### config.mk
export PLATFORM = sky130hd
export DESIGN_NAME = ccr_core_regs
export DESIGN_NICKNAME = d
export VERILOG_FILES = /design/src/hw/ccr_pkg.sv /design/src/hw/ccr_core_regs.sv
export SDC_FILE = /design/constraint.sdc
export NUM_CORES = 1
export LEC_CHECK = 0
export BUFFER_PORTS_ARGS = -buffer_cell sky130_fd_sc_hd__buf_4
export CAP_MARGIN = 5
export CORE_MARGIN = 10
export CORE_UTILIZATION = 52
export DETAILED_ROUTE_END_ITERATION = 12
export PLACE_DENSITY = 0.93
export SLEW_MARGIN = 20
export SYNTH_ARGS = -nofsm -noshare
export SYNTH_HDL_FRONTEND = slang
export SYNTH_SLANG_ARGS = --single-unit
### constraint.sdc
create_clock -name REF_CLK_IN -period 3.06 [get_ports REF_CLK_IN]
set_input_delay 0.306 -clock REF_CLK_IN [delete_from_list [all_inputs] [get_ports REF_CLK_IN]]
set_output_delay 0.306 -clock REF_CLK_IN [all_outputs]
set_load 0.02 [all_outputs]
### src/hw/ccr_pkg.sv
/*
 * Shared constants and types of the core register set: memory-mapped
 * locations, flag layout, reset values, commands and sequencer states.
 * Assumes a single core clock and that every user of it names items as
 * ccr_pkg::name.
 */
package ccr_pkg;

   ////////////////////////////////////////////////////////////////////////
   // Memory-mapped locations in data space.
   localparam logic [7:0] ADDR_PTR_UPPER = 8'hBE;
   localparam logic [7:0] ADDR_PTR_LOWER = 8'hBF;
   localparam logic [7:0] ADDR_STACK_INDEX = 8'hBD;
   localparam logic [7:0] ADDR_FLAGS = 8'hBC;

   // The stack occupies one 16-byte page; the index supplies the low nibble.
   localparam logic [3:0] STACK_PAGE = 4'h3;
   localparam logic [3:0] STACK_INDEX_RST = 4'hF;
   localparam logic [3:0] STACK_STEP = 4'h2;

   ////////////////////////////////////////////////////////////////////////
   // Flag register bit positions.
   localparam int FLAG_CARRY = 0;
   localparam int FLAG_HALF = 1;
   localparam int FLAG_ZERO = 2;
   localparam int FLAG_SIGN = 3;
   localparam int FLAG_IRQ_MASK = 4;
   localparam int FLAG_EEP_BUSY = 5;
   // Bits software may write; the busy bit and bits 7:6 are not.
   localparam logic [7:0] FLAG_WR_MASK = 8'h1F;

   ////////////////////////////////////////////////////////////////////////
   // Pointer layout, address spaces and register reset values.
   localparam int PTR_SPACE_BIT = 11;
   localparam logic [11:0] FETCH_ADDR_RST = 12'h800;
   localparam logic [11:0] PROG_SPACE_BASE = 12'h800;
   localparam logic [11:0] DATA_SPACE_MASK = 12'h0FF;
   localparam logic [7:0] ACC_RST = 8'h00;
   localparam logic [11:0] PTR_RST = 12'h000;

   ////////////////////////////////////////////////////////////////////////
   // Commands presented by the instruction decoder.
   typedef enum logic [3:0] {
      CMD_NOP = 4'b0000,
      CMD_CALL = 4'b0001,
      CMD_RET = 4'b0010,
      CMD_IRQ_EXIT_OP = 4'b0011,
      CMD_SWI = 4'b0100,
      CMD_SETC = 4'b0101,
      CMD_CLRC = 4'b0110,
      CMD_LDC = 4'b0111,
      CMD_TOGGLE_CARRY_OP = 4'b1000,
      CMD_XLOAD = 4'b1001,
      CMD_XINC = 4'b1010,
      CMD_XDEC = 4'b1011,
      CMD_ALU = 4'b1100,
      CMD_ACC = 4'b1101,
      CMD_JUMP = 4'b1110,
      CMD_SETG = 4'b1111
   } ccr_cmd_e;

   typedef enum logic [2:0] {
      SEQ_IDLE = 3'b000,
      SEQ_PUSH_LO = 3'b001,
      SEQ_PUSH_HI = 3'b010,
      SEQ_VEC_1 = 3'b011,
      SEQ_VEC_2 = 3'b100,
      SEQ_LOAD_VEC = 3'b101,
      SEQ_PULL_HI = 3'b110,
      SEQ_PULL_LO = 3'b111
   } ccr_seq_e;

   // Result of one ALU operation, as delivered with CMD_ALU.
   typedef struct packed {
      logic [7:0] result;
      logic carry;
      logic carry_upd;
      logic half;
      logic half_upd;
      logic write_acc;
   } ccr_alu_s;

   // Data-space port of the memory-mapped locations.
   typedef struct packed {
      logic rd;
      logic wr;
      logic [7:0] addr;
      logic [7:0] wdata;
   } ccr_mem_req_s;

   typedef struct packed {
      logic [7:0] acc;
      logic [11:0] ptr;
      logic [10:0] pc;
      logic [3:0] sp;
      logic [4:0] flags;
      ccr_seq_e seq;
      logic is_irq;
      logic is_irq_exit_op;
      logic [10:0] target;
      logic [7:0] pull_hi;
   } ccr_state_s;

endpackage

### src/hw/ccr_core_regs.sv
/*
 * Programming-model register set of the 8-bit core: working byte, indexing
 * pointer, fetch address, return-stack index and flag register, with the
 * call, return and interrupt-entry sequencer that moves the fetch address
 * through the stack.
 * Assumes an instruction decoder and ALU outside that issue one command per
 * enabled cycle while CMD_READY_OUT is high, and a stack RAM whose read data
 * is valid in the same cycle as its address.
 */
`timescale 1ns/1ns

module ccr_core_regs (
   input wire logic REF_CLK_IN, // Core clock, 25 MHz.
   input wire logic RESETN_IN, // Synchronous reset, active low.
   input wire logic CLK_EN_IN, // Clock enable; low freezes all state.
   input wire ccr_pkg::ccr_cmd_e CMD_IN, // Decoded instruction command.
   output logic CMD_READY_OUT, // Command is taken this enabled cycle.
   input wire ccr_pkg::ccr_alu_s ALU_IN, // ALU result for CMD_ALU.
   input wire logic [7:0] ACC_D_IN, // Working byte for CMD_ACC.
   input wire logic [11:0] PTR_D_IN, // Pointer value for CMD_XLOAD.
   input wire logic CARRY_D_IN, // Bit for CMD_LDC.
   input wire logic [10:0] TARGET_IN, // Jump or call target.
   input wire logic PC_INC_IN, // Advance fetch address by one.
   input wire logic IRQ_PEND_IN, // A maskable request is pending.
   input wire logic [10:0] VECTOR_IN, // Vector of the request being entered.
   input wire logic EEP_BUSY_IN, // Data nonvolatile write in progress.
   input wire ccr_pkg::ccr_mem_req_s MEM_IN, // Data-space access.
   output logic MEM_HIT_OUT, // Access addresses a mapped register.
   output logic [7:0] MEM_RDATA_OUT, // Read data of the mapped register.
   input wire logic [7:0] IDX_OFS_IN, // Offset of an indexed access.
   input wire logic IDX_WR_IN, // Indexed write requested.
   output logic [11:0] EA_OUT, // Effective address of indexed access.
   output logic EA_PROG_OUT, // Effective address lies in program space.
   output logic IDX_WE_OUT, // Indexed write allowed to memory.
   output logic STK_WE_OUT, // Stack RAM write strobe.
   output logic [7:0] STK_ADDR_OUT, // Stack RAM address.
   output logic [7:0] STK_WDATA_OUT, // Stack RAM write data.
   input wire logic [7:0] STK_RDATA_IN, // Stack RAM read data.
   output logic IRQ_ACK_OUT, // Pulse when a maskable request is taken.
   output logic [7:0] ACC_OUT, // Working byte.
   output logic [11:0] PTR_OUT, // Indexing pointer.
   output logic [11:0] FETCH_ADDR_OUT, // Fetch address, program space.
   output logic [3:0] SP_OUT, // Stack index.
   output logic [7:0] FLAGS_OUT // Flag register.
);

   ////////////////////////////////////////////////////////////////////////
   ccr_pkg::ccr_state_s st_q;
   ccr_pkg::ccr_state_s st_d;
   logic [7:0] flags_rd;
   logic [10:0] ea_sum;
   logic idle;
   logic take_irq;

   assign idle = (st_q.seq == ccr_pkg::SEQ_IDLE);
   // The software interrupt does not wait for the mask, so only maskable
   // requests are gated here.
   assign take_irq = idle && IRQ_PEND_IN && st_q.flags[ccr_pkg::FLAG_IRQ_MASK];
   assign CMD_READY_OUT = idle && !take_irq;
   assign IRQ_ACK_OUT = take_irq && CLK_EN_IN;

   always_comb begin
      flags_rd = {2'b00, EEP_BUSY_IN, st_q.flags};
   end

   ////////////////////////////////////////////////////////////////////////
   // Indexed addressing adds to the low 11 bits; bit 11 picks the space.
   assign ea_sum = st_q.ptr[10:0] + {3'b000, IDX_OFS_IN};
   always_comb begin
      if (st_q.ptr[ccr_pkg::PTR_SPACE_BIT]) begin
         EA_OUT = ccr_pkg::PROG_SPACE_BASE | {1'b0, ea_sum};
      end else begin
         EA_OUT = ccr_pkg::DATA_SPACE_MASK & {1'b0, ea_sum};
      end
   end
   assign EA_PROG_OUT = st_q.ptr[ccr_pkg::PTR_SPACE_BIT];
   assign IDX_WE_OUT = IDX_WR_IN && !st_q.ptr[ccr_pkg::PTR_SPACE_BIT];

   ////////////////////////////////////////////////////////////////////////
   // Memory-mapped reads. Bit 11 of the pointer is write-only and reads 0.
   always_comb begin
      MEM_HIT_OUT = 1'b1;
      case (MEM_IN.addr)
         ccr_pkg::ADDR_PTR_UPPER: begin
            MEM_RDATA_OUT = {5'b00000, st_q.ptr[10:8]};
         end
         ccr_pkg::ADDR_PTR_LOWER: begin
            MEM_RDATA_OUT = st_q.ptr[7:0];
         end
         ccr_pkg::ADDR_STACK_INDEX: begin
            MEM_RDATA_OUT = {4'h0, st_q.sp};
         end
         ccr_pkg::ADDR_FLAGS: begin
            MEM_RDATA_OUT = flags_rd;
         end
         default: begin
            MEM_HIT_OUT = 1'b0;
            MEM_RDATA_OUT = 8'h00;
         end
      endcase
   end

   ////////////////////////////////////////////////////////////////////////
   // Stack port. Push writes the low byte at the index and the high byte
   // one below; pull reads them back in reverse order.
   always_comb begin
      STK_WE_OUT = 1'b0;
      STK_ADDR_OUT = {ccr_pkg::STACK_PAGE, st_q.sp};
      STK_WDATA_OUT = 8'h00;
      case (st_q.seq)
         ccr_pkg::SEQ_PUSH_LO: begin
            STK_WE_OUT = CLK_EN_IN;
            STK_WDATA_OUT = st_q.pc[7:0];
         end
         ccr_pkg::SEQ_PUSH_HI: begin
            STK_WE_OUT = CLK_EN_IN;
            STK_ADDR_OUT = {ccr_pkg::STACK_PAGE, st_q.sp - 4'h1};
            STK_WDATA_OUT = {5'b00000, st_q.pc[10:8]};
         end
         ccr_pkg::SEQ_PULL_HI: begin
            STK_ADDR_OUT = {ccr_pkg::STACK_PAGE, st_q.sp + 4'h1};
         end
         ccr_pkg::SEQ_PULL_LO: begin
            STK_ADDR_OUT = {ccr_pkg::STACK_PAGE, st_q.sp + ccr_pkg::STACK_STEP};
         end
         default: begin
            STK_WE_OUT = 1'b0;
         end
      endcase
   end

   ////////////////////////////////////////////////////////////////////////
   always_comb begin
      st_d = st_q;
      if (PC_INC_IN && idle) begin
         st_d.pc = st_q.pc + 11'h001;
      end
      case (st_q.seq)
         ccr_pkg::SEQ_IDLE: begin
            if (take_irq) begin
               st_d.seq = ccr_pkg::SEQ_PUSH_LO;
               st_d.is_irq = 1'b1;
               st_d.pc = st_q.pc;
            end else begin
               case (CMD_IN)
                  ccr_pkg::CMD_CALL: begin
                     st_d.seq = ccr_pkg::SEQ_PUSH_LO;
                     st_d.is_irq = 1'b0;
                     st_d.target = TARGET_IN;
                  end
                  ccr_pkg::CMD_SWI: begin
                     st_d.seq = ccr_pkg::SEQ_PUSH_LO;
                     st_d.is_irq = 1'b1;
                  end
                  ccr_pkg::CMD_RET: begin
                     st_d.seq = ccr_pkg::SEQ_PULL_HI;
                     st_d.is_irq_exit_op = 1'b0;
                  end
                  ccr_pkg::CMD_IRQ_EXIT_OP: begin
                     st_d.seq = ccr_pkg::SEQ_PULL_HI;
                     st_d.is_irq_exit_op = 1'b1;
                  end
                  ccr_pkg::CMD_SETC: begin
                     st_d.flags[ccr_pkg::FLAG_CARRY] = 1'b1;
                  end
                  ccr_pkg::CMD_CLRC: begin
                     st_d.flags[ccr_pkg::FLAG_CARRY] = 1'b0;
                  end
                  ccr_pkg::CMD_LDC: begin
                     st_d.flags[ccr_pkg::FLAG_CARRY] = CARRY_D_IN;
                  end
                  ccr_pkg::CMD_TOGGLE_CARRY_OP: begin
                     st_d.flags[ccr_pkg::FLAG_CARRY] = !st_q.flags[ccr_pkg::FLAG_CARRY];
                  end
                  ccr_pkg::CMD_XLOAD: begin
                     st_d.ptr = PTR_D_IN;
                  end
                  ccr_pkg::CMD_XINC: begin
                     st_d.ptr[10:0] = st_q.ptr[10:0] + 11'h001;
                  end
                  ccr_pkg::CMD_XDEC: begin
                     st_d.ptr[10:0] = st_q.ptr[10:0] - 11'h001;
                  end
                  ccr_pkg::CMD_ALU: begin
                     st_d.flags[ccr_pkg::FLAG_ZERO] = (ALU_IN.result == 8'h00);
                     st_d.flags[ccr_pkg::FLAG_SIGN] = ALU_IN.result[7];
                     if (ALU_IN.carry_upd) begin
                        st_d.flags[ccr_pkg::FLAG_CARRY] = ALU_IN.carry;
                     end
                     if (ALU_IN.half_upd) begin
                        st_d.flags[ccr_pkg::FLAG_HALF] = ALU_IN.half;
                     end
                     if (ALU_IN.write_acc) begin
                        st_d.acc = ALU_IN.result;
                     end
                  end
                  ccr_pkg::CMD_ACC: begin
                     st_d.acc = ACC_D_IN;
                  end
                  ccr_pkg::CMD_JUMP: begin
                     st_d.pc = TARGET_IN;
                  end
                  ccr_pkg::CMD_SETG: begin
                     st_d.flags[ccr_pkg::FLAG_IRQ_MASK] = 1'b1;
                  end
                  default: begin
                     st_d.seq = ccr_pkg::SEQ_IDLE;
                  end
               endcase
               // Software stores reach the mapped registers only between
               // sequences, so a stack move never races a store.
               if (MEM_IN.wr) begin
                  case (MEM_IN.addr)
                     ccr_pkg::ADDR_PTR_UPPER: begin
                        st_d.ptr[11:8] = MEM_IN.wdata[3:0];
                     end
                     ccr_pkg::ADDR_PTR_LOWER: begin
                        st_d.ptr[7:0] = MEM_IN.wdata;
                     end
                     ccr_pkg::ADDR_STACK_INDEX: begin
                        st_d.sp = MEM_IN.wdata[3:0];
                     end
                     ccr_pkg::ADDR_FLAGS: begin
                        st_d.flags = MEM_IN.wdata[4:0] & ccr_pkg::FLAG_WR_MASK[4:0];
                     end
                     default: begin
                        st_d.sp = st_d.sp;
                     end
                  endcase
               end
            end
         end
         ccr_pkg::SEQ_PUSH_LO: begin
            st_d.seq = ccr_pkg::SEQ_PUSH_HI;
         end
         ccr_pkg::SEQ_PUSH_HI: begin
            st_d.sp = st_q.sp - ccr_pkg::STACK_STEP;
            if (st_q.is_irq) begin
               st_d.seq = ccr_pkg::SEQ_VEC_1;
            end else begin
               st_d.seq = ccr_pkg::SEQ_IDLE;
               st_d.pc = st_q.target;
            end
         end
         ccr_pkg::SEQ_VEC_1: begin
            st_d.seq = ccr_pkg::SEQ_VEC_2;
         end
         ccr_pkg::SEQ_VEC_2: begin
            st_d.seq = ccr_pkg::SEQ_LOAD_VEC;
         end
         ccr_pkg::SEQ_LOAD_VEC: begin
            st_d.seq = ccr_pkg::SEQ_IDLE;
            st_d.pc = VECTOR_IN;
            st_d.flags[ccr_pkg::FLAG_IRQ_MASK] = 1'b0;
         end
         ccr_pkg::SEQ_PULL_HI: begin
            st_d.seq = ccr_pkg::SEQ_PULL_LO;
            st_d.pull_hi = STK_RDATA_IN;
         end
         ccr_pkg::SEQ_PULL_LO: begin
            st_d.seq = ccr_pkg::SEQ_IDLE;
            st_d.pc = {st_q.pull_hi[2:0], STK_RDATA_IN};
            st_d.sp = st_q.sp + ccr_pkg::STACK_STEP;
            if (st_q.is_irq_exit_op) begin
               st_d.flags[ccr_pkg::FLAG_IRQ_MASK] = 1'b1;
            end
         end
         default: begin
            st_d.seq = ccr_pkg::SEQ_IDLE;
         end
      endcase
   end

   ////////////////////////////////////////////////////////////////////////
   always_ff @(posedge REF_CLK_IN) begin
      if (!RESETN_IN) begin
         st_q.acc <= ccr_pkg::ACC_RST;
         st_q.ptr <= ccr_pkg::PTR_RST;
         st_q.pc <= ccr_pkg::FETCH_ADDR_RST[10:0];
         st_q.sp <= ccr_pkg::STACK_INDEX_RST;
         st_q.flags <= 5'b00000;
         st_q.seq <= ccr_pkg::SEQ_IDLE;
         st_q.is_irq <= 1'b0;
         st_q.is_irq_exit_op <= 1'b0;
         st_q.target <= 11'h000;
         st_q.pull_hi <= 8'h00;
      end else if (CLK_EN_IN) begin
         st_q <= st_d;
      end
   end

   assign ACC_OUT = st_q.acc;
   assign PTR_OUT = st_q.ptr;
   // The fetch address always lies in program space, so its top bit is 1.
   assign FETCH_ADDR_OUT = ccr_pkg::PROG_SPACE_BASE | {1'b0, st_q.pc};
   assign SP_OUT = st_q.sp;
   assign FLAGS_OUT = flags_rd;

endmodule // ccr_core_regs

# == Word level (Yosys, flattened, before mapping) ==
# Index checks and enable logic that the tools add are counted.
# totals
input_bits,101
latch_bits,0
mem_bits_ro,0
regBits,59
memories,0
ramBits,0
# op_classes
shifts,0
n_addsub,8
n_mul,0
div,0
magnitude_cmp,0
bitwise,1
reduce_logical,32
mux,36
eq_ne,32
# op_table
cell,count
2-to-1 mux 11 bit,4
one-hot mux 11 bit (4 select lines),1
one-hot mux 11 bit (3 select lines),1
"equality test 4 bit, second input constant",8
"equality test 8 bit, second input constant",4
one-hot mux 8 bit (2 select lines),2
one-hot mux 8 bit (4 select lines),1
2-to-1 mux 12 bit,2
one-hot mux 4 bit (3 select lines),2
"adder 11 x 1 -> 11 bit, second input constant",2
one-hot mux 3 bit (7 select lines),1
2-to-1 mux 9 bit,2
"equality test 4 x 3 -> 1 bit, second input constant",4
2-to-1 mux 8 bit,2
"equality test 3 bit, second input constant",4
2-to-1 mux 4 bit,3
AND reduction 4 bit,3
adder 11 x 8 -> 11 bit,1
OR reduction 11 bit,1
"subtractor 11 x 1 -> 11 bit, second input constant",1
AND reduction 5 bit,2
one-hot mux 3 bit (3 select lines),1
nonzero test 3 bit,3
"equality test 4 x 2 -> 1 bit, second input constant",2
other kinds (27),52

# == Longest topological paths before layout ==
# logic_depth
word_depth,6
mapped_depth,10

# == Worst setup path before layout ==
# Ideal clock, no wire load.
# synth_timing
kind,reg-to-output
startpoint,reg st_q (netlist bit PTR_OUT[0])
endpoint,out EA_OUT[10]
path_slack_ps,423
n_path_buf,0
arrival_ps,2331
path_stages_with_launch,10
cell_sequence,dfxtp_1 -> ha_1 -> inv_1 -> fa_1 -> nor2b_1 -> o21ai_0 -> a21oi_1 -> o41ai_1 -> or3_1 -> a21boi_0
# synth_via
elab_chain_cells,2
# synth_lines
item,line_no,text
start: declaration,ccr_core_regs.sv:48,ccr_pkg::ccr_state_s st_q;
start signal: assignment,ccr_core_regs.sv:288,st_q <= st_d;
adder 11 x 8 -> 11 bit,ccr_core_regs.sv:68,"assign ea_sum = st_q.ptr[10:0] + {3'b000, IDX_OFS_IN};"
2-to-1 mux 12 bit,ccr_core_regs.sv:70,if (st_q.ptr[ccr_pkg::PTR_SPACE_BIT]) begin
end: declaration,ccr_core_regs.sv:32,"output logic [11:0] EA_OUT,"
# Every way passes these cells.

# == Worst setup path in the final report ==
# Ends and elaborated chain as after synthesis.

==> out/summary.txt <==
RD Place Congestion - 1.01
Initial DRC Count - 615
IO Port Bufs - 178
Peak Freq - 346 MHz
wire length per cell - 19.9 µm
CTS tree - built
post-route ant nets - 0
grt ovf - 0
vias in the first global route - 5696
Req. time, crit path - 2750 ps
Post-synth EDFFs - 0
leakage - 3.08 nW
final setup fails - 0
First-pass DRT Iterations - 8
outcome - completed
share of post-route cells with drive strength above 1 - 0.299
maximum vdd drop - 0.198 mV
vias per cell - 6.22
I/O pin total - 187
pre-CTS WS - 197 ps
Layout fillers - 847
Total Power - 0.00243 W
Area growth, synth to finish - 24.5%
Antenna Cells - 0
most common flop cell mapped by yosys - dfxtp_1
RSZ-0062 raised after global routing - no
Sinks on Clock Net - 59
Hold Path Cell Cnt - 3
htree depth - 3
register bit total from synthesis - 59
PnR worst setup slack - 172 ps
mapped cell area - 5420 µm²
crit path launch type - flip-flop
Post-synth ARST share - 0
Synthesis Warnings - 0
max cap viols - 0
mean post-synth cell area - 7.76 µm²
die width - 122 µm
final max-slew violation count - 0
Total Wirelength - 19000 µm
clk buf depth - 2
total CTS buffers - 9
pwr dens - 360 nW/µm²
via count - 5925
crit share post-route - 0.944
final hold viol count - 0
Initial Utilization - 0.530
die area - 14900 µm²
R2R depth - 6
WS Path Type - reg -> out
largest net degree at the start of global routing - 64
total track usage - 0.237
first-pass GRT wire length - 29100 µm
Final nets - 929
FP Rows - 37
time the worst path needs with I/O delays and setup - 2890 ps
clock skew - 5.53 ps
Core Region - 10200 µm²
worst rel slew slack - 0.431
clock transition at the registers of the reported paths - 80 ps
Worst-Margin Slew - 848 ps
number of distinct library cells after synthesis - 81
setup TNS - 0 ps
CTS root buf - clkbuf_8
worst min-delay path class - in -> reg
HPWL after DPL - 14400 µm
Die Ht - 122 µm
sequential area share after synthesis - 0.218
CP endpoint kind - output port
Arr. time, crit path - 2580 ps
Worst-Skew Late Latency - 350 ps
initial antenna violation count - 0
Post-Syn Instances - 698
drt drc - 0
worst-path fanout max - 3
final timing paths:
path,end,slack [ps],from
max reg2reg,FETCH_ADDR_OUT[1],740,st_q[22]
max,EA_OUT[10],170,PTR_OUT[0]
min,st_q[13],230,TARGET_IN[5]
min reg2reg,ACC_OUT[1],510,ACC_OUT[1]
metrics by stage:
stage	cell area, µm²	std cells	util	hold slack (ps)
after floorplan	5440	703	-	459
after global placement	6490	935	0.634	481
after detailed placement	6490	935	0.634	489
after CTS	6720	951	0.657	229
after global routing	6750	952	0.659	240
final	6750	952	0.659	228
logic make-up after synthesis:
family | count (synthesis) | share of synthesized area
adders and majority gates | 17 | 0.0420
xor gates and xnor gates | 13 | 0.0210
AOI/OAI and AO/OA | 192 | 0.249
muxes | 44 | 0.0900
and+or+nand+nor | 260 | 0.262
other | 2 | 0.00139
DFF | 59 | 0.218
buffers and inverters | 111 | 0.117
worst max-delay path: stages, from the launching register on:
cell and delay (ps):
dfxtp_1 350, ha_2 210, inv_1 60, fa_2 350
nor2b_1 120, o21ai_1 100, a21oi_2 240, o41ai_4 110
or3_1 360, a21boi_1 170, buf_4 160
registers in the layout, indices dropped and copies added (netlist names):
name / count
ACC_OUT: 8
st_q: 19
FLAGS_OUT: 5
PTR_OUT: 12
SP_OUT: 4
FETCH_ADDR_OUT: 11
where the power goes:
part | switching [W] | internal, W
clock network | 0.000374 | 0.000462
logic | 0.000428 | 0.000335
registers | 0.0000348 | 0.000794
total | 0.000837 | 0.00159
layout by cell type (no fill, tap or decap), drive strengths merged, types with 4 or more instances in the layout:
master	n
o31ai	8
nor2b	31
mux2i	33
clkbuf	9
mux2	8
a21oi	34
or3	6
buf	197
and2	20
a222oi	7
o22ai	7
o221a	4
a211oi	5
a31oi	13
a21o	6
a22oi	11
ha	15
inv	11
nor3	15
nand2b	5
dfxtp	59
nor2	48
o21ai	41
and3	11
o211a	10
xnor2	10
o211ai	7
nand4	11
a221oi	4
nand3	25
nor4	6
nand4b	4
a21boi	5
conb	7
nand2	58
layout make-up:
| type | instances | area [µm²] | share of cell area |
|---|---|---|---|
| clock inverters | 7 | 100 | 0.0148 |
| multi-input cells | 533 | 3650 | 0.541 |
| flip-flops and latches | 59 | 1180 | 0.175 |
| well taps | 136 | 170 | 0.0252 |
| clock buffers | 9 | 124 | 0.0184 |
| repair buffers | 197 | 1480 | 0.219 |
| inverters | 11 | 41.3 | 0.00612 |
synth_stat cells, types with 16 or more instances:
cell	instances	area share
clkbuf_1	32	0.022
nand3_1	24	0.022
dfxtp_1	59	0.22
a21oi_1	34	0.031
buf_4	50	0.069
and2_1	19	0.022
buf_2	16	0.015
mux2i_1	33	0.061
o21ai_0	39	0.036
nand2_1	58	0.040
nor2b_1	31	0.036
nor2_1	47	0.033
what timing repair did:
item	4_1_cts	5_1_grt
buffers inserted	0	1
gates resized for setup	2	5
cloned	0	0
hold buffers	0	0
setup endpoints to repair	1	1
pin swaps	1	1
per-layer routing:
layer / vias up / wire [µm] / track usage
met3: 45 / 2100 / 0.0685
met2: 353 / 9160 / 0.399
li1: 2762 / - / -
met5: - / 0 / 0
met4: 0 / 613 / 0.103
met1: 2765 / 7100 / 0.275
Note: power is estimated with default switching activity, not from simulation.
